## config.mk

```make
export PLATFORM = sky130hd
export DESIGN_NAME = bcrc_top
export DESIGN_NICKNAME = d
export VERILOG_FILES = /design/src/hdl/bcrc_pkg.sv /design/src/hdl/bcrc_top.sv /design/src/hdl/bcrc_byte_step.sv /design/src/hdl/bcrc_field_reg.sv
export SDC_FILE = /design/constraint.sdc
export NUM_CORES = 1
export LEC_CHECK = 0
export CAP_MARGIN = 40
export CORE_MARGIN = 8
export CORE_UTILIZATION = 40
export DETAILED_ROUTE_END_ITERATION = 12
export DONT_BUFFER_PORTS = 1
export SLEW_MARGIN = 20
export SYNTH_ARGS = -nofsm -noshare
export SYNTH_HDL_FRONTEND = slang
export SYNTH_HIERARCHICAL = 1
export SYNTH_SLANG_ARGS = --single-unit
```

## constraint.sdc

```tcl
create_clock -name clock -period 1.9 [get_ports clock]
set_clock_uncertainty 0.05 [all_clocks]
set_input_delay 0.19 -clock clock [delete_from_list [all_inputs] [get_ports clock]]
set_output_delay 0.19 -clock clock [all_outputs]
set_load 0.005 [all_outputs]
```

## src/hdl/bcrc_pkg.sv

```systemverilog
/*
  Shared constants for the byte-serial CRC-16 unit: register offsets,
  field positions, reset values, access widths and the feedback polynomial.
  Assumes a 16-bit register port with byte-lane enables on a single clock.
*/
`default_nettype none

package bcrc_pkg;

  // register port geometry
  localparam int unsigned DATA_W = 16;
  localparam int unsigned ADDR_W = 4;
  localparam int unsigned BYTE_W = 8;

  // register offsets (byte addresses on the port)
  localparam logic [3:0] OFS_INPUT  = 4'h0;
  localparam logic [3:0] OFS_RESULT = 4'h2;
  localparam logic [3:0] OFS_STATUS = 4'h4;
  localparam logic [3:0] OFS_COUNT  = 4'h6;

  // reset values
  localparam logic [7:0]  INPUT_RST  = 8'h00;
  localparam logic [15:0] RESULT_RST = 16'h0000;
  localparam logic [15:0] COUNT_RST  = 16'h0000;
  localparam logic        FLAG_RST   = 1'b0;

  // byte-lane patterns for a byte access and a halfword access
  localparam logic [1:0] LANES_BYTE = 2'b01;
  localparam logic [1:0] LANES_HALF = 2'b11;

  // status register field positions
  localparam int unsigned STAT_WIDTH_ERR = 0;
  localparam int unsigned STAT_CLOCK_ERR = 1;
  localparam int unsigned STAT_ZERO      = 2;

  // x^16 + x^12 + x^5 + 1, bit-reversed for lsb-first shifting
  localparam logic [15:0] POLY_LSB_FIRST = 16'h8408;
  localparam logic [15:0] CRC_GOOD       = 16'h0000;

  // address decode result
  typedef enum logic [2:0] {
    SEL_NONE   = 3'b000,
    SEL_INPUT  = 3'b001,
    SEL_RESULT = 3'b010,
    SEL_STATUS = 3'b011,
    SEL_COUNT  = 3'b100
  } bcrc_sel_t;

endpackage

`default_nettype wire

```

## src/hdl/bcrc_top.sv

```systemverilog
/*
  Byte-serial CRC-16 unit: input byte register, running result register,
  a status register and a byte counter behind a simple strobe port.
  Assumes one clock, synchronous active-low reset, and a master that never
  raises both strobes at once and samples read data the cycle after.
*/
// What this block does
// 16-bit CRC over any number of bytes, generator x^16+x^12+x^5+1.
// each byte write updates the result from its current value.
// input register is 8 bits, byte access, resets to zero.
// result register is 16 bits, halfword access only, resets to zero.
// software must not touch the result register on slow or internal clock.
// bytes are folded lsb first; result is remainder of message times x^16.
// software loads zero into the result before the first byte.
// sender sends the result low byte first, then high byte.
// payload then received CRC bytes fed in leaves the result at zero.
// receiver treats a nonzero result as an error and requests a resend.
// the update finishes within one clock, before the next access.
`default_nettype none

module bcrc_top (
  input  wire logic        clock,
  input  wire logic        rst_b,
  input  wire logic [3:0]  bus_addr,
  input  wire logic [15:0] bus_wdata,
  input  wire logic [1:0]  bus_lanes,
  input  wire logic        bus_wr,
  input  wire logic        bus_rd,
  input  wire logic        cpu_slow_clock,
  output logic      [15:0] bus_rdata,
  output logic      [7:0]  crc_byte_input,
  output logic      [15:0] crc_running_result,
  output logic             crc_is_zero
);

  bcrc_pkg::bcrc_sel_t sel;
  logic        lanes_byte;
  logic        lanes_half;
  logic        width_ok;
  logic        result_blocked;
  logic        wr_input;
  logic        wr_result;
  logic        wr_status;
  logic        rd_result;
  logic        bad_width;
  logic        bad_clock;
  logic [15:0] crc_next;
  logic [15:0] result_din;
  logic        result_load;
  logic [15:0] count_q;
  logic [15:0] count_din;
  logic        count_load;
  logic        width_err_d;
  logic        width_err_q;
  logic        clock_err_d;
  logic        clock_err_q;
  logic [15:0] rdata_d;
  logic [15:0] rdata_q;
  logic [15:0] status_word;

  // address decode
  always_comb begin
    unique case (bus_addr)
      bcrc_pkg::OFS_INPUT:  sel = bcrc_pkg::SEL_INPUT;
      bcrc_pkg::OFS_RESULT: sel = bcrc_pkg::SEL_RESULT;
      bcrc_pkg::OFS_STATUS: sel = bcrc_pkg::SEL_STATUS;
      bcrc_pkg::OFS_COUNT:  sel = bcrc_pkg::SEL_COUNT;
      default:              sel = bcrc_pkg::SEL_NONE;
    endcase
  end

  // access width check: byte on the input, halfword on the result
  assign lanes_byte = (bus_lanes == bcrc_pkg::LANES_BYTE);
  assign lanes_half = (bus_lanes == bcrc_pkg::LANES_HALF);

  always_comb begin
    unique case (sel)
      bcrc_pkg::SEL_INPUT:  width_ok = lanes_byte;
      bcrc_pkg::SEL_RESULT: width_ok = lanes_half;
      bcrc_pkg::SEL_STATUS: width_ok = lanes_half;
      bcrc_pkg::SEL_COUNT:  width_ok = lanes_half;
      default:              width_ok = 1'b1;
    endcase
  end

  // result access is refused while the cpu runs from a slow clock
  assign result_blocked = cpu_slow_clock && (sel == bcrc_pkg::SEL_RESULT);

  // qualified write and read strobes
  assign wr_input  = bus_wr && (sel == bcrc_pkg::SEL_INPUT) && width_ok;
  assign wr_result = bus_wr && (sel == bcrc_pkg::SEL_RESULT) && width_ok
                     && !result_blocked;
  assign wr_status = bus_wr && (sel == bcrc_pkg::SEL_STATUS) && width_ok;
  assign rd_result = bus_rd && (sel == bcrc_pkg::SEL_RESULT) && width_ok
                     && !result_blocked;

  // error events for the sticky status bits
  assign bad_width = (bus_wr || bus_rd) && !width_ok;
  assign bad_clock = (bus_wr || bus_rd) && result_blocked;

  // input byte register
  bcrc_field_reg #(
    .W   (8),
    .RST (bcrc_pkg::INPUT_RST)
  ) u_input (
    .clock (clock),
    .rst_b (rst_b),
    .load  (wr_input),
    .din   (bus_wdata[7:0]),
    .q     (crc_byte_input)
  );

  // fold the written byte into the current result, lsb first
  bcrc_byte_step u_step (
    .crc_in  (crc_running_result),
    .data_in (bus_wdata[7:0]),
    .crc_out (crc_next)
  );

  // result source: software preset, or the byte update in the same cycle
  always_comb begin
    result_load = wr_result || wr_input;
    if (wr_result) begin
      result_din = bus_wdata;
    end else begin
      result_din = crc_next;
    end
  end

  // running result register
  bcrc_field_reg #(
    .W   (16),
    .RST (bcrc_pkg::RESULT_RST)
  ) u_result (
    .clock (clock),
    .rst_b (rst_b),
    .load  (result_load),
    .din   (result_din),
    .q     (crc_running_result)
  );

  // zero result marks a good reception after the crc bytes are fed
  assign crc_is_zero = (crc_running_result == bcrc_pkg::CRC_GOOD);

  // bytes fed since the result was last preset
  always_comb begin
    count_load = wr_result || wr_input;
    if (wr_result) begin
      count_din = bcrc_pkg::COUNT_RST;
    end else begin
      count_din = count_q + 16'h0001;   // wraps
    end
  end

  bcrc_field_reg #(
    .W   (16),
    .RST (bcrc_pkg::COUNT_RST)
  ) u_count (
    .clock (clock),
    .rst_b (rst_b),
    .load  (count_load),
    .din   (count_din),
    .q     (count_q)
  );

  // sticky error flags, write one to clear, a new event wins over the clear
  always_comb begin
    width_err_d = width_err_q;
    clock_err_d = clock_err_q;
    if (wr_status && bus_wdata[bcrc_pkg::STAT_WIDTH_ERR]) begin
      width_err_d = 1'b0;
    end
    if (wr_status && bus_wdata[bcrc_pkg::STAT_CLOCK_ERR]) begin
      clock_err_d = 1'b0;
    end
    if (bad_width) begin
      width_err_d = 1'b1;
    end
    if (bad_clock) begin
      clock_err_d = 1'b1;
    end
  end

  always_ff @(posedge clock) begin
    if (!rst_b) begin
      width_err_q <= bcrc_pkg::FLAG_RST;
      clock_err_q <= bcrc_pkg::FLAG_RST;
    end else begin
      width_err_q <= width_err_d;
      clock_err_q <= clock_err_d;
    end
  end

  // status word layout
  always_comb begin
    status_word = 16'h0000;
    status_word[bcrc_pkg::STAT_WIDTH_ERR] = width_err_q;
    status_word[bcrc_pkg::STAT_CLOCK_ERR] = clock_err_q;
    status_word[bcrc_pkg::STAT_ZERO]      = crc_is_zero;
  end

  // read data, valid only in the cycle after the read strobe
  always_comb begin
    rdata_d = 16'h0000;
    if (bus_rd && width_ok) begin
      unique case (sel)
        bcrc_pkg::SEL_INPUT:  rdata_d = {8'h00, crc_byte_input};
        bcrc_pkg::SEL_RESULT: rdata_d = rd_result ? crc_running_result : 16'h0000;
        bcrc_pkg::SEL_STATUS: rdata_d = status_word;
        bcrc_pkg::SEL_COUNT:  rdata_d = count_q;
        default:              rdata_d = 16'h0000;
      endcase
    end
  end

  always_ff @(posedge clock) begin
    if (!rst_b) begin
      rdata_q <= 16'h0000;
    end else begin
      rdata_q <= rdata_d;
    end
  end

  assign bus_rdata = rdata_q;

endmodule

`default_nettype wire

```

## src/hdl/bcrc_byte_step.sv

```systemverilog
/*
  One-byte CRC-16 step: folds eight data bits into the running remainder,
  least significant bit first. Purely combinational.
  Assumes the caller registers the result.
*/
`default_nettype none

module bcrc_byte_step (
  input  wire logic [15:0] crc_in,
  input  wire logic [7:0]  data_in,
  output logic      [15:0] crc_out
);

  // shift each bit in, lsb first, dividing by the generator
  always_comb begin
    logic [15:0] c;
    logic        fb;
    c  = crc_in;
    fb = 1'b0;
    for (int i = 0; i < 8; i++) begin
      fb = c[0] ^ data_in[i];
      c  = {1'b0, c[15:1]};
      if (fb) begin
        c = c ^ bcrc_pkg::POLY_LSB_FIRST;
      end
    end
    crc_out = c;
  end

endmodule

`default_nettype wire

```

## src/hdl/bcrc_field_reg.sv

```systemverilog
/*
  Loadable storage register with a fixed reset value.
  Assumes a synchronous active-low reset on the shared clock.
*/
`default_nettype none

module bcrc_field_reg #(
  parameter int unsigned      W   = 8,
  parameter logic [W-1:0]     RST = '0
) (
  input  wire logic         clock,
  input  wire logic         rst_b,
  input  wire logic         load,
  input  wire logic [W-1:0] din,
  output logic      [W-1:0] q
);

  logic [W-1:0] val_d;
  logic [W-1:0] val_q;

  // hold unless loaded
  always_comb begin
    val_d = load ? din : val_q;
  end

  // storage with synchronous reset
  always_ff @(posedge clock) begin
    if (!rst_b) begin
      val_q <= RST;
    end else begin
      val_q <= val_d;
    end
  end

  assign q = val_q;

endmodule

`default_nettype wire

```

* Yosys cells after proc, flatten, opt, wreduce, memory -nomap -nowiden
Cells that the tools add are included.
** Cells by class
- $add $sub $neg :: 1
- Equal/unequal tests :: 9
- Mux-type cells :: 18
- Bitwise operators :: 16
- Reduce and logical (&&, ||, !) cells :: 26
** Operator list (number)
- $mux W16 :: 11
- $pmux W16 S4 :: 1
- $not A2 Y3 :: 8
- $add A16 B1 Y16 const B :: 1
- $logic_and A1 B1 Y1 :: 16
- $logic_not A16 Y1 :: 1
- $pmux W3 S4 :: 1
- $eq A4 B3 Y1 const B :: 2
- $xor A1 B1 Y1 :: 8
- $eq A3 B2 Y1 const B :: 2
- $eq A4 B2 Y1 const B :: 1
- $logic_not A4 Y1 :: 1
- $mux W1 :: 4
- $reduce_bool A2 Y1 :: 2
- $eq A3 B1 Y1 const B :: 1
- $eq A3 B3 Y1 const B :: 1
- $reduce_or A3 Y1 :: 1
- $eq A2 B1 Y1 const B :: 1
- $eq A2 B2 Y1 const B :: 1
- $logic_not A1 Y1 :: 2
- $logic_or A1 B1 Y1 :: 2
- $pmux W1 S2 :: 1
- $reduce_and A2 Y1 :: 1
** Word-level totals
- Flip-flop bits (word level) :: 58
- Bits of input ports :: 27
- Output and inout bits :: 41
- Word-level logic and storage cells :: 76

* Depth between registers and ports, before layout
Gate-level depths: netlist (run 1).
- Depth in word-level cells :: 17
- Gate-level depth with buffers :: 10
- Mapped depth without buffers :: 7

* Modules after synthesis
The synthesis (run 1) kept the hierarchy.
** By module, submodules not included
- bcrc_top :: instances 1, cells each 208, area an instance 1505.2 um^2, seq. area each 360.3 um^2
- bcrc_field_reg (u_count ...) :: instances 2, cells each 51, area an instance 615.6 um^2, seq. area each 320.3 um^2
- bcrc_byte_step :: instances 1, cells each 25, area an instance 380.4 um^2, seq. area each 0.0 um^2
- bcrc_field_reg (u_input) :: instances 1, cells each 25, area an instance 301.5 um^2, seq. area each 160.2 um^2

* Worst setup path after synthesis (run 1)
No wires, ideal clock.
- Kind :: input to register
- From :: input port bus_addr[1]
- To :: register u_count.val_q[6], in the netlist u_count/q[6]
- Library setup time :: 0.116 ns
- Arrival :: 1.632 ns
- Data required time :: 1.734 ns
- Setup slack :: 0.102 ns
- Stages on the path :: 10
- Path buffers :: 5
- Path through :: buf_6 nor3b_2 buf_4 and3_4 buf_6 or2_1 buf_6 buf_12 mux2i_1 nor2b_1
** On the way
- Longest elaborated chain between the ends :: 8
- Elaborated cells on any way between the ends :: 20
- Those cells by class :: eq/ne: 7; mux: 3; reduce/logical: 10
** RTL lines
- from (decl) :: RTL line bcrc_top.sv:24 : input wire logic [3:0] bus_addr,
- $eq A4 B3 Y1 (tied with other cells) :: RTL line bcrc_top.sv:63 : unique case (bus_addr)
- $pmux W3 S4 (*) :: RTL line bcrc_top.sv:63
- $eq A3 B2 Y1 (tied with other cells) :: RTL line bcrc_top.sv:77, bcrc_top.sv:87, bcrc_top.sv:91
- $reduce_or A3 Y1 (no line)
- $pmux W1 S2 :: RTL line bcrc_top.sv:77 : unique case (sel)
- $logic_and A1 B1 Y1 :: RTL line bcrc_top.sv:91 : assign wr_result = bus_wr && (sel == bcrc_pkg::SEL_RESULT) && width_ok
- $logic_and A1 B1 Y1 :: RTL line bcrc_top.sv:92 : && !result_blocked;
- $logic_or A1 B1 Y1 (*) :: RTL line bcrc_top.sv:147 : count_load = wr_result || wr_input;
- via count_load :: RTL line bcrc_top.sv:52 : logic count_load;
- to (signal assigned) :: RTL line bcrc_field_reg.sv:31 : val_q <= val_d;
- to (decl) :: RTL line bcrc_field_reg.sv:19 : logic [W-1:0] val_q;
The timed path passes the listed nets; every way through them passes the cells marked *.
A chain may end at the register's enable or synchronous reset.

* Worst setup path after layout (run 1)
- From :: register u_count.val_q[0], in the netlist u_count/q[0]
- To :: register u_count.val_q[6], in the netlist u_count/q[6]
** On the way
- Longest elaborated chain between the ends :: 2
** RTL lines
- $add A16 B1 Y16 :: RTL line bcrc_top.sv:151 : count_din = count_q + 16'h0001;
- $mux W16 :: RTL line bcrc_top.sv:148 : if (wr_result) begin
- via count_din[6] :: RTL line bcrc_top.sv:51 : logic [15:0] count_din;
The timed path passes the listed nets, and every way through them passes these cells.

==> results of run 1 <==
## cell type report
| class | count | share of cell area |
|---|---|---|
| multi-input combinational | 281 | 0.553 |
| sequential | 58 | 0.302 |
| timing repair buffer | 25 | 0.0618 |
| clock buffer | 10 | 0.0358 |
| tap | 105 | 0.0342 |
| clock inverter | 6 | 0.0111 |
| inverter | 2 | 0.00195 |
## what timing repair did
action,CTS,global route
endpoints found under the hold margin,43,0
hold buffers,11,0
setup endpoints to repair,1,4
gates resized for setup,1,5
cloned,0,0
## flip-flops by register name, indices dropped and copies added, names as in the netlist
| register | cells |
|---|---|
| clock_err_q | 1 |
| u_count/q | 16 |
| u_result/q | 16 |
| width_err_q | 1 |
| u_input/q | 8 |
| bus_rdata | 16 |
## layer usage
| metal | vias up | part of all wire | track usage |
|---|---|---|---|
| li1 | 1280 | - | - |
| met1 | 1300 | 0.41 | 0.202 |
| met2 | 67 | 0.50 | 0.279 |
| met3 | 9 | 0.080 | 0.0637 |
| met4 | 0 | 0.0088 | 0.0489 |
| met5 | - | 0 | 0 |
## worst max-delay path, cell delays in order, from the launching register on
cell and delay, ns:
dfxtp_1 0.43, ha_1 0.27, nand3_4 0.16, or3_2 0.49, a21oi_1 0.15, mux2i_1 0.09, nor2b_1 0.11
## Yosys cell counts (2+ instances only)
cell type and n:
dfxtp_1 58, mux2i_1 41, and4b_1 2, a22oi_1 16
nand4b_1 2, xnor3_1 5, a22o_1 8, nor2b_1 40
buf_12 2, nand4_1 3, buf_2 5, nand3_1 5
xnor2_2 4, and2_1 2, nor4_1 6, inv_1 2
xor3_1 2, a21oi_1 4, xor2_1 7, buf_4 2
and3_1 4, xnor2_1 13, nor2_1 28, mux2_2 2
nand2_1 56, nor3_1 2, xor3_4 2, o21ai_0 3
clkbuf_1 3, nand3_2 2, buf_6 6, and4_1 2
## power by group through the flow
| stage | Combinational (uW) | Clock (uW) | Sequential [uW] |
|---|---|---|---|
| 2_1_floorplan | 183 | 0 | 1250 |
| 5_1_grt | 259 | 1130 | 1230 |
| 3_5_place_dp | 202 | 0 | 1250 |
| 6_report | 238 | 1040 | 1230 |
| 3_3_place_gp | 199 | 0 | 1250 |
| 4_1_cts | 239 | 1070 | 1230 |
## how the worst max path moves through the flow
| stage | from | to | slack, ns | cells past startpoint |
|---|---|---|---|---|
| finish | u_count/q[0]$_SDFFE_PN0P_ | u_count/q[6]$_SDFFE_PN0P_ | 0.09 | 6 |
| global route | u_count/q[0]$_SDFFE_PN0P_ | u_count/q[6]$_SDFFE_PN0P_ | -0.01 | 6 |
| CTS | u_count/q[0]$_SDFFE_PN0P_ | u_count/q[6]$_SDFFE_PN0P_ | 0.007 | 6 |
| detailed placement | u_count/q[0]$_SDFFE_PN0P_ | u_count/q[14]$_SDFFE_PN0P_ | 0.02 | 7 |
| global placement | u_count/q[0]$_SDFFE_PN0P_ | u_count/q[14]$_SDFFE_PN0P_ | 0.12 | 7 |
| floorplan | bus_addr[1] | u_count/q[6]$_SDFFE_PN0P_ | 0.10 | 10 |
## per-stage QoR
step                worst slack (ns)  power (uW)  setup TNS (ns)  hold WS [ns]
floorplan                      0.102        1440               0         0.268
global placement               0.123        1450               0         0.280
detailed placement            0.0177        1460               0         0.286
CTS                          0.00723        2530               0        0.0189
global route                 -0.0106        2610         -0.0106        0.0379
finish                        0.0930        2510               0        0.0359
## cells by family after synthesis
| group | count (synthesis) | synth area share |
|---|---|---|
| simple gates | 167 | 0.264 |
| flops | 58 | 0.340 |
| mux | 43 | 0.127 |
| compound gates | 36 | 0.0783 |
| xor+xnor | 34 | 0.138 |
| buf+inv | 21 | 0.0501 |
| fa+ha+maj | 1 | 0.00366 |
==> metrics.log, run 1 <==
[metrics] status: completed
[metrics] net count reported at finish: 405
[metrics] sequential share of power: 0.489
[metrics] remaining antenna violation count: 0
[metrics] layout cell share with drive strength beyond 1: 0.141
[metrics] vias in the first global route: 2660
[metrics] Req. time, crit path: 2.13 ns
[metrics] fraction of power spent switching nets: 0.260
[metrics] synthesized area per cell: 9.50 sq um
[metrics] count of flip-flops with a built-in enable after synthesis: 0
[metrics] Inserted Diodes: 0
[metrics] Critical R2R Capture: u_count/q[6]$_SDFFE_PN0P_
[metrics] Chip Width: 108 um
[metrics] fill cell instance count of the final layout: 803
[metrics] post-detailed-placement cell area: 3500 sq um
[metrics] Post-CTS Repair Setup Buffers: 0
[metrics] crit-path max FO: 7
[metrics] Critical Path Start Type: flip-flop
[metrics] Overflow after GRT: 0
[metrics] endpoint class of the critical path: flip-flop
[metrics] hold path start: bus_wdata[1]
[metrics] Reg2Reg Setup Slack: 0.09 ns
[metrics] final number of setup-violating endpoints: 0
[metrics] initial cell density of the core: 0.414
[metrics] detailed-route vias per instance: 5.45
[metrics] count of mapped cells out of synthesis: 360
[metrics] number of vias in the routed layout: 2656
[metrics] Total Die Area: 11800 sq um
[metrics] total number of yosys warnings: 6
[metrics] H-tree depth: 3
[metrics] maximum achievable frequency: 553 MHz
[metrics] Die H: 108 um
[metrics] Final Hold Violating Endpoints: 0
[metrics] detailed-placement wirelength estimate: 6.80 mm
[metrics] IO Pins: 68
[metrics] Bufs on Longest Clock Path: 2
[metrics] area of the core: 8260 sq um
[metrics] share of synthesized flip-flops with an asynchronous set or reset: 0
[metrics] DRC viols: 0
[metrics] number of storage elements in the synthesis netlist: 58
[metrics] combinational group share of total power: 0.095
[metrics] Cell Count, Final, Fillers Out: 487
[metrics] peak ir drop on the vdd network: 0.360 mV
[metrics] part of the power in the clock network: 0.416
[metrics] first-pass GRT wire length: 15.3 mm
[metrics] Hold Path End: clock_err_q$_SDFFE_PN0P_
[metrics] top-area cell type share of the netlist area: 0.340
[metrics] top_reg_cell synth: dfxtp_1
[metrics] Clock Pin Slew Worst Setup and Hold Paths: 0.07 ns
[metrics] total count of max-transition violations in the final report: 0
[metrics] cell at the root of the clock tree: clkbuf_8
[metrics] most used cells in the layout excluding fill and tap cells: dfxtp_1, nand2_1, mux2i_1, nor2b_1, nor2_1
[metrics] number of nets produced by synthesis: 388
[metrics] largest cells by area after synthesis: dfxtp_1, mux2i_1, nor2b_1, nand2_1, a22oi_1
[metrics] pin count of the biggest net entering global routing: 43
[metrics] reg-to-reg startpoint: u_count/q[0]$_SDFFE_PN0P_
[metrics] all-layer global routing usage: 0.170
[metrics] static leakage power: 0.00142 uW
[metrics] CTS tree: built
[metrics] Worst Path Class, Setup: reg -> reg
[metrics] Seq. cell area: 1160 sq um
[metrics] final critical-path share of the clock period: 0.951
[metrics] area of the multi-input gates: 2130 sq um
[metrics] clock sink count: 58
[metrics] worst-skew pair later-pin latency: 0.34 ns
[metrics] internal power of the cells: 1860 uW
[metrics] number of unique standard cell types used by synthesis: 53
[metrics] drt initial violations: 135
[metrics] sequential area share after synthesis: 0.340
[metrics] floorplan row count: 33
[metrics] post-route standard cell area excluding fillers: 3850 sq um
[metrics] average wire length per cell after detail routing: 20.0 um
[metrics] Placer Congestion: 0.797
[metrics] Worst Path Arrival: 2.03 ns
[metrics] switching pwr: 653 uW
[metrics] fin crit period: 1.81 ns
[metrics] cell type contributing the most total cell area after synthesis: dfxtp_1
[metrics] r2r worst-path depth: 6
[metrics] pwr dens: 652 nW/um^2
[metrics] Final Routed Wirelength: 9.72 mm
[metrics] total of max-cap violations: 0
[metrics] most common cell after layout, fill and taps aside: dfxtp_1
[metrics] Hold Path Class: in -> reg
[metrics] Area growth, synth to finish: 12.5%
[metrics] fin util: 0.466
[metrics] Max-Slew Margin vs Limit: 0.691
[metrics] netlist area before placement: 3420 sq um
[metrics] count of placed standard cells including taps: 460
[metrics] # port buffers: 0
[metrics] WHS Path Cells: 2
[metrics] CTS buffer count: 9
[metrics] transition time at the pin with the least slew margin: 0.463 ns
[metrics] router iterations before antenna repair: 4
[metrics] number of antenna violations at the first check in global routing: 0
Note: power is estimated with default switching activity, not from simulation.
==> run 2: changes to the inputs <==
- ABC_AREA: default -> 1
==> metrics.log, run 2 <==
[metrics] static leakage power: 0.00196 uW (was 0.00142 uW)
[metrics] fin crit period: 1.73 ns (was 1.81 ns)
[metrics] number of unique standard cell types used by synthesis: 32 (was 53)
[metrics] status: completed (unchanged)
[metrics] Post-CTS Repair Setup Buffers: 0 (unchanged)
[metrics] Chip Width: 114 um (was 108 um)
[metrics] Max-Slew Margin vs Limit: 0.644 (was 0.691)
[metrics] final number of setup-violating endpoints: 0 (unchanged)
[metrics] initial cell density of the core: 0.404 (was 0.414)
[metrics] Overflow after GRT: 0 (unchanged)
[metrics] area of the multi-input gates: 2110 sq um (was 2130 sq um)
[metrics] DRC viols: 0 (unchanged)
[metrics] dominant combinational cell family by area after synthesis: simple AND/OR/NAND/NOR gates (unchanged)
[metrics] synthesized area per cell: 5.83 sq um (was 9.50 sq um)
[metrics] Area growth, synth to finish: 10.7% (was 12.5%)
[metrics] WHS Path Cells: 2 (unchanged)
[metrics] total count of max-transition violations in the final report: 0 (unchanged)
[metrics] average wire length per cell after detail routing: 14.2 um (was 20.0 um)
[metrics] Reg2Reg Setup Slack: 0.19 ns (was 0.09 ns)
[metrics] count of mapped cells out of synthesis: 661 (was 360)
[metrics] count of placed standard cells including taps: 784 (was 460)
[metrics] Req. time, crit path: 1.66 ns (was 2.13 ns)
[metrics] most common cell after layout, fill and taps aside: nand2_1 (was dfxtp_1)
[metrics] Total Die Area: 13000 sq um (was 11800 sq um)
[metrics] Critical Path Start Type: flip-flop (unchanged)
[metrics] fin util: 0.447 (was 0.466)
[metrics] xor-xnor portion of the synthesized cell area: 0.0114 (was 0.138)
[metrics] H-tree depth: 3 (unchanged)
[metrics] peak ir drop on the vdd network: 0.296 mV (was 0.360 mV)
[metrics] maximum achievable frequency: 579 MHz (was 553 MHz)
[metrics] top-area cell type share of the netlist area: 0.301 (was 0.340)
[metrics] Seq. cell area: 1160 sq um (about the same)
[metrics] layout cell share with drive strength beyond 1: 0.109 (was 0.141)
[metrics] pwr dens: 654 nW/um^2 (was 652 nW/um^2)
[metrics] fill cell instance count of the final layout: 1048 (was 803)
[metrics] vias in the first global route: 3455 (was 2660)
[metrics] endpoint class of the critical path: primary output (was flip-flop)
[metrics] first-pass GRT wire length: 18.3 mm (was 15.3 mm)
[metrics] all-layer global routing usage: 0.181 (was 0.170)
[metrics] CTS tree: built (unchanged)
[metrics] area of the core: 9550 sq um (was 8260 sq um)
[metrics] total number of yosys warnings: 6 (unchanged)
[metrics] worst-skew pair later-pin latency: 0.35 ns (was 0.34 ns)
[metrics] RSZ-0062 raised after global routing: no
[metrics] number of nets produced by synthesis: 689 (was 388)
[metrics] Die H: 114 um (was 108 um)
[metrics] crit-path max FO: 4 (was 7)
[metrics] number of vias in the routed layout: 3878 (was 2656)
[metrics] detailed-route vias per instance: 4.78 (was 5.45)
[metrics] Critical R2R Capture: u_count/q[14]$_SDFFE_PN0P_ (was u_count/q[6]$_SDFFE_PN0P_)
[metrics] final critical-path share of the clock period: 0.910 (was 0.951)
[metrics] netlist area before placement: 3850 sq um (was 3420 sq um)
[metrics] Worst Path Arrival: 1.49 ns (was 2.03 ns)
[metrics] cell at the root of the clock tree: clkbuf_8 (unchanged)
[metrics] top_reg_cell synth: dfxtp_1 (unchanged)
[metrics] Clock Pin Slew Worst Setup and Hold Paths: 0.07 ns (about the same)
[metrics] Worst Path Class, Setup: reg -> out (was reg -> reg)
[metrics] Hold Path End: clock_err_q$_SDFFE_PN0P_ (unchanged)
[metrics] pin count of the biggest net entering global routing: 42 (was 43)
[metrics] post-synthesis simple-gate area fraction: 0.482 (was 0.264)
[metrics] compound-gate portion of the synthesized area: 0.0471 (was 0.0783)
[metrics] number of antenna violations at the first check in global routing: 0 (unchanged)
[metrics] Cell Count, Final, Fillers Out: 812 (was 487)
[metrics] CTS buffer count: 9 (unchanged)
[metrics] router iterations before antenna repair: 5 (was 4)
[metrics] most used standard cells in the synthesized netlist: nand2_1, nor2_1, inv_1 (was dfxtp_1, nand2_1, mux2i_1)
[metrics] Hold Path Class: in -> reg (unchanged)
[metrics] Final Routed Wirelength: 11.5 mm (was 9.72 mm)
[metrics] transition time at the pin with the least slew margin: 0.533 ns (was 0.463 ns)
[metrics] share of synthesized flip-flops with an asynchronous set or reset: 0 (unchanged)
[metrics] r2r worst-path depth: 13 (was 6)
[metrics] adder-cell share of the synthesized area: 0.00325 (was 0.00366)
[metrics] most repeated cell in the gate-level netlist after synthesis: nand2_1 (was dfxtp_1)
[metrics] Inserted Diodes: 0 (unchanged)
[metrics] drt initial violations: 365 (was 135)
[metrics] count of flip-flops with a built-in enable after synthesis: 0 (unchanged)
[metrics] hold path start: bus_rd (was bus_wdata[1])
[metrics] Bufs on Longest Clock Path: 2 (unchanged)
[metrics] largest cells by area after synthesis: dfxtp_1, nand2_1, nor2_1, inv_1, nand3_1 (was dfxtp_1, mux2i_1, nor2b_1, nand2_1, a22oi_1)
[metrics] Setup TNS Final: 0 ns (unchanged)
[metrics] reg-to-reg startpoint: u_count/q[0]$_SDFFE_PN0P_ (unchanged)
[metrics] # port buffers: 0 (unchanged)
[metrics] sequential area share after synthesis: 0.301 (was 0.340)
[metrics] remaining antenna violation count: 0 (unchanged)
[metrics] IO Pins: 68 (unchanged)
[metrics] floorplan row count: 36 (was 33)
[metrics] Final Hold Violating Endpoints: 0 (unchanged)
[metrics] total of max-cap violations: 0 (unchanged)
[metrics] cell type contributing the most total cell area after synthesis: dfxtp_1 (unchanged)
[metrics] most used cells in the layout excluding fill and tap cells: nand2_1, nor2_1, inv_1, dfxtp_1, nand3_1 (was dfxtp_1, nand2_1, mux2i_1, nor2b_1, nor2_1)
[metrics] detailed-placement wirelength estimate: 8.24 mm (was 6.80 mm)
[metrics] Placer Congestion: 0.885 (was 0.797)
[metrics] number of storage elements in the synthesis netlist: 58 (unchanged)
[metrics] net count reported at finish: 702 (was 405)
[metrics] worst-case hold slack: 0.0255 ns (was 0.0359 ns)
[metrics] clock sink count: 58 (unchanged)
[metrics] share of cell area taken by muxes after synthesis: 0 (was 0.127)
run 2: what timing repair did:
| action | 4_1_cts | 5_1_grt |
|---|---|---|
| gates resized for setup | 0 | 4 |
| setup endpoints to repair | 0 | 2 |
| hold buffers | 11 | 1 |
| endpoints found under the hold margin | 56 | 1 |
run 2: logic make-up after synthesis:
group	after synthesis
AND/OR/NAND/NOR	433
XOR/XNOR	5
adder cells (fa/ha/maj)	1
flip-flops	58
AO/OA/AOI/OAI	34
buffers and inverters	130
run 2: critical path, cell delays in order, from the launching register on:
cell and delay (ns):
dfxtp_1 0.34, buf_4 0.16, nor2_1 0.08, nand2_1 0.08, nor4_1 0.30, buf_4 0.18
run 2: area by class of cell:
cell class | count | share of cell area
clock inverter | 6 | 0.0135
multi-input combinational | 473 | 0.495
clock buffer | 10 | 0.0299
tap | 133 | 0.0390
sequential | 58 | 0.273
inverter | 107 | 0.0941
timing repair buffer | 25 | 0.0563
run 2: worst max path at each step:
stage	slack (ns)	start	to
finish	0.17	u_result/q[2]$_SDFFE_PN0P_	crc_is_zero
global route	0.007	u_count/q[1]$_SDFFE_PN0P_	u_count/q[14]$_SDFFE_PN0P_
CTS	0.09	u_count/q[0]$_SDFFE_PN0P_	u_count/q[14]$_SDFFE_PN0P_
detailed placement	0.12	u_count/q[0]$_SDFFE_PN0P_	u_count/q[14]$_SDFFE_PN0P_
global placement	0.13	u_count/q[0]$_SDFFE_PN0P_	u_count/q[14]$_SDFFE_PN0P_
floorplan	0.21	bus_addr[1]	u_result/q[14]$_SDFFE_PN0P_
run 2: power by group:
part	switching, uW	internal, uW
Sequential	42.3	1240
Combinational	238	152
Clock	521	596
run 2: per-layer routing:
| metal | share of wire | vias to the layer above | global-route usage |
|---|---|---|---|
| met3 | 0.090 | 14 | 0.0649 |
| met2 | 0.43 | 137 | 0.267 |
| met4 | 0.018 | 0 | 0.0674 |
| met1 | 0.47 | 1689 | 0.236 |
| met5 | 0 | - | 0 |
| li1 | - | 2038 | - |
run 2: stage by stage:
step           area [sq um]  total power [uW]  setup slack (ns)
2_1_floorplan          3860              1600             0.209
3_3_place_gp           3950              1640             0.129
3_5_place_dp           3950              1650             0.124
4_1_cts                4250              2820            0.0891
5_1_grt                4270              2940           0.00725
6_report               4270              2790             0.172
==> run 3: changes to the inputs <==
- GPL_TIMING_DRIVEN: default -> 0
==> metrics.log, run 3 (same netlist as run 2, synthesis figures left out) <==
[metrics] all-layer global routing usage: 0.187 (was 0.181)
[metrics] cell at the root of the clock tree: clkbuf_8 (unchanged)
[metrics] total of max-cap violations: 0 (unchanged)
[metrics] Total Die Area: 13000 sq um (unchanged)
[metrics] net count reported at finish: 711 (was 702)
[metrics] most used cells in the layout excluding fill and tap cells: nand2_1, nor2_1, inv_1, dfxtp_1, nand3_1 (unchanged)
[metrics] CTS tree: built (unchanged)
[metrics] fill cell instance count of the final layout: 1062 (was 1048)
[metrics] Final Hold Violating Endpoints: 0 (unchanged)
[metrics] number of vias in the routed layout: 3975 (was 3878)
[metrics] first-pass GRT wire length: 19.0 mm (was 18.3 mm)
[metrics] vias in the first global route: 3609 (was 3455)
[metrics] initial cell density of the core: 0.404 (unchanged)
[metrics] fin crit period: 1.76 ns (was 1.73 ns)
[metrics] Worst Path Arrival: 1.52 ns (was 1.49 ns)
[metrics] worst setup path end: crc_is_zero (unchanged)
[metrics] # port buffers: 0 (unchanged)
[metrics] detailed-placement wirelength estimate: 9.05 mm (was 8.24 mm)
[metrics] static leakage power: 0.00200 uW (was 0.00196 uW)
[metrics] Critical R2R Capture: u_count/q[14]$_SDFFE_PN0P_ (unchanged)
[metrics] critical-path cell list: nor2_1, nand2_1, nor4_2 (was buf_4, nor2_1, nand2_1, nor4_1, buf_4)
[metrics] highest cell delay on the worst timing path: 0.50 ns (was 0.34 ns)
[metrics] clock sink count: 58 (unchanged)
[metrics] Hold Path Class: in -> reg (unchanged)
[metrics] Clock Pin Slew Worst Setup and Hold Paths: 0.07 ns (about the same)
[metrics] Reg2Reg Setup Slack: 0.16 ns (was 0.19 ns)
[metrics] endpoint class of the critical path: primary output (unchanged)
[metrics] Overflow after GRT: 0 (unchanged)
[metrics] Max-Slew Margin vs Limit: 0.648 (was 0.644)
[metrics] peak ir drop on the vdd network: 0.245 mV (was 0.296 mV)
[metrics] floorplan row count: 36 (unchanged)
[metrics] worst-skew pair later-pin latency: 0.35 ns (about the same)
[metrics] drt initial violations: 368 (was 365)
[metrics] Inserted Diodes: 0 (unchanged)
[metrics] RSZ-0062 raised after global routing: yes (was no)
[metrics] Chip Width: 114 um (unchanged)
[metrics] most common cell after layout, fill and taps aside: nand2_1 (unchanged)
[metrics] origin of the worst setup path: u_result/q[0]$_SDFFE_PN0P_ (was u_result/q[2]$_SDFFE_PN0P_)
[metrics] number of antenna violations at the first check in global routing: 0 (unchanged)
[metrics] Placer Congestion: 0.900 (was 0.885)
[metrics] pwr dens: 639 nW/um^2 (was 654 nW/um^2)
[metrics] count of placed standard cells including taps: 794 (was 784)
[metrics] remaining antenna violation count: 0 (unchanged)
[metrics] CTS buffer count: 9 (unchanged)
[metrics] r2r worst-path depth: 13 (unchanged)
[metrics] Cell Count, Final, Fillers Out: 821 (was 812)
[metrics] post-detailed-placement cell area: 4030 sq um (was 3950 sq um)
[metrics] Worst Path Class, Setup: reg -> out (unchanged)
[metrics] reg-to-reg startpoint: u_count/q[1]$_SDFFE_PN0P_ (was u_count/q[0]$_SDFFE_PN0P_)
[metrics] Bufs on Longest Clock Path: 2 (unchanged)
[metrics] Slowest cell on crit path: nor4_2 (was dfxtp_1)
[metrics] detailed-route vias per instance: 4.84 (was 4.78)
[metrics] total count of max-transition violations in the final report: 0 (unchanged)
[metrics] router iterations before antenna repair: 4 (was 5)
[metrics] crit-path max FO: 7 (was 4)
[metrics] maximum achievable frequency: 569 MHz (was 579 MHz)
[metrics] pin count of the biggest net entering global routing: 11 (was 42)
[metrics] final number of setup-violating endpoints: 0 (unchanged)
[metrics] final critical-path share of the clock period: 0.924 (was 0.910)
[metrics] transition time at the pin with the least slew margin: 0.524 ns (was 0.533 ns)
[metrics] Area growth, synth to finish: 13.2% (was 10.7%)
[metrics] status: completed (unchanged)
[metrics] DRC viols: 0 (unchanged)
[metrics] layout cell share with drive strength beyond 1: 0.125 (was 0.109)
[metrics] average wire length per cell after detail routing: 14.6 um (was 14.2 um)
[metrics] Req. time, crit path: 1.66 ns (about the same)
[metrics] Critical Path Start Type: flip-flop (unchanged)
[metrics] Die H: 114 um (unchanged)
[metrics] area of the core: 9550 sq um (unchanged)
[metrics] fin util: 0.457 (was 0.447)
[metrics] post-route standard cell area excluding fillers: 4360 sq um (was 4270 sq um)
[metrics] IO Pins: 68 (unchanged)
[metrics] Final Routed Wirelength: 12.0 mm (was 11.5 mm)
[metrics] H-tree depth: 3 (unchanged)
[run 3: power breakdown]
group,switching [uW],internal [uW],total [uW],leakage [uW]
combinational,247,152,400,0.00143
clock,506,595,1100,0.0000958
sequential,45.1,1240,1290,0.000470
[run 3: worst max-delay path: cells and delay by family (launching register included)]
kind / cells / cell delay [ns]
flops: 1 / 0.43
simple gates: 3 / 0.75
[run 3: routing by layer]
metal  vias to the layer above  wire, um  GRT usage
li1                       2044         -          -
met1                      1760      5440      0.242
met2                       154      5230      0.283
met3                        17      1160     0.0633
met4                         0       158     0.0612
met5                         -         0          0
[run 3: how the worst min path moves through the flow]
stage                     startpoint                        end  cells past startpoint
after floorplan                rst_b   clock_err_q$_SDFFE_PN0P_                      2
after global placement         rst_b   clock_err_q$_SDFFE_PN0P_                      2
after detailed placement       rst_b   width_err_q$_SDFFE_PN0P_                      2
after CTS                     bus_wr   clock_err_q$_SDFFE_PN0P_                      2
after global routing           rst_b  u_input/q[4]$_SDFFE_PN0P_                      3
final                         bus_wr   clock_err_q$_SDFFE_PN0P_                      2
[run 3: stage by stage]
step	TNS, ns	hold WS (ns)	setup WS [ns]	total power, uW
floorplan	0	0.272	0.209	1600
global placement	-4.83	0.282	-0.177	1670
detailed placement	-6.29	0.281	-0.225	1680
CTS	0	0.0132	0.00858	2800
global route	-0.0207	0.00929	-0.0207	2950
finish	0	0.0228	0.144	2790
[run 3: layout make-up]
class	count	area [sq um]	share of cell area
multi-input cells	473	2140	0.491
flip-flops and latches	58	1160	0.267
inverters	107	402	0.0920
plain buffers	23	198	0.0453
well taps	133	166	0.0381
clock buffers	10	128	0.0292
repair buffers	11	108	0.0247
clock inverters	6	57.6	0.0132
[run 3: repair_timing]
item / 4_1_cts / 5_1_grt
hold buffers: 10 / 0
endpoints found under the hold margin: 10 / 0
pin swaps: 0 / 1
resized for setup: 2 / 10
endpoints found under the setup margin: 2 / 10
setup buffers: 0 / 1
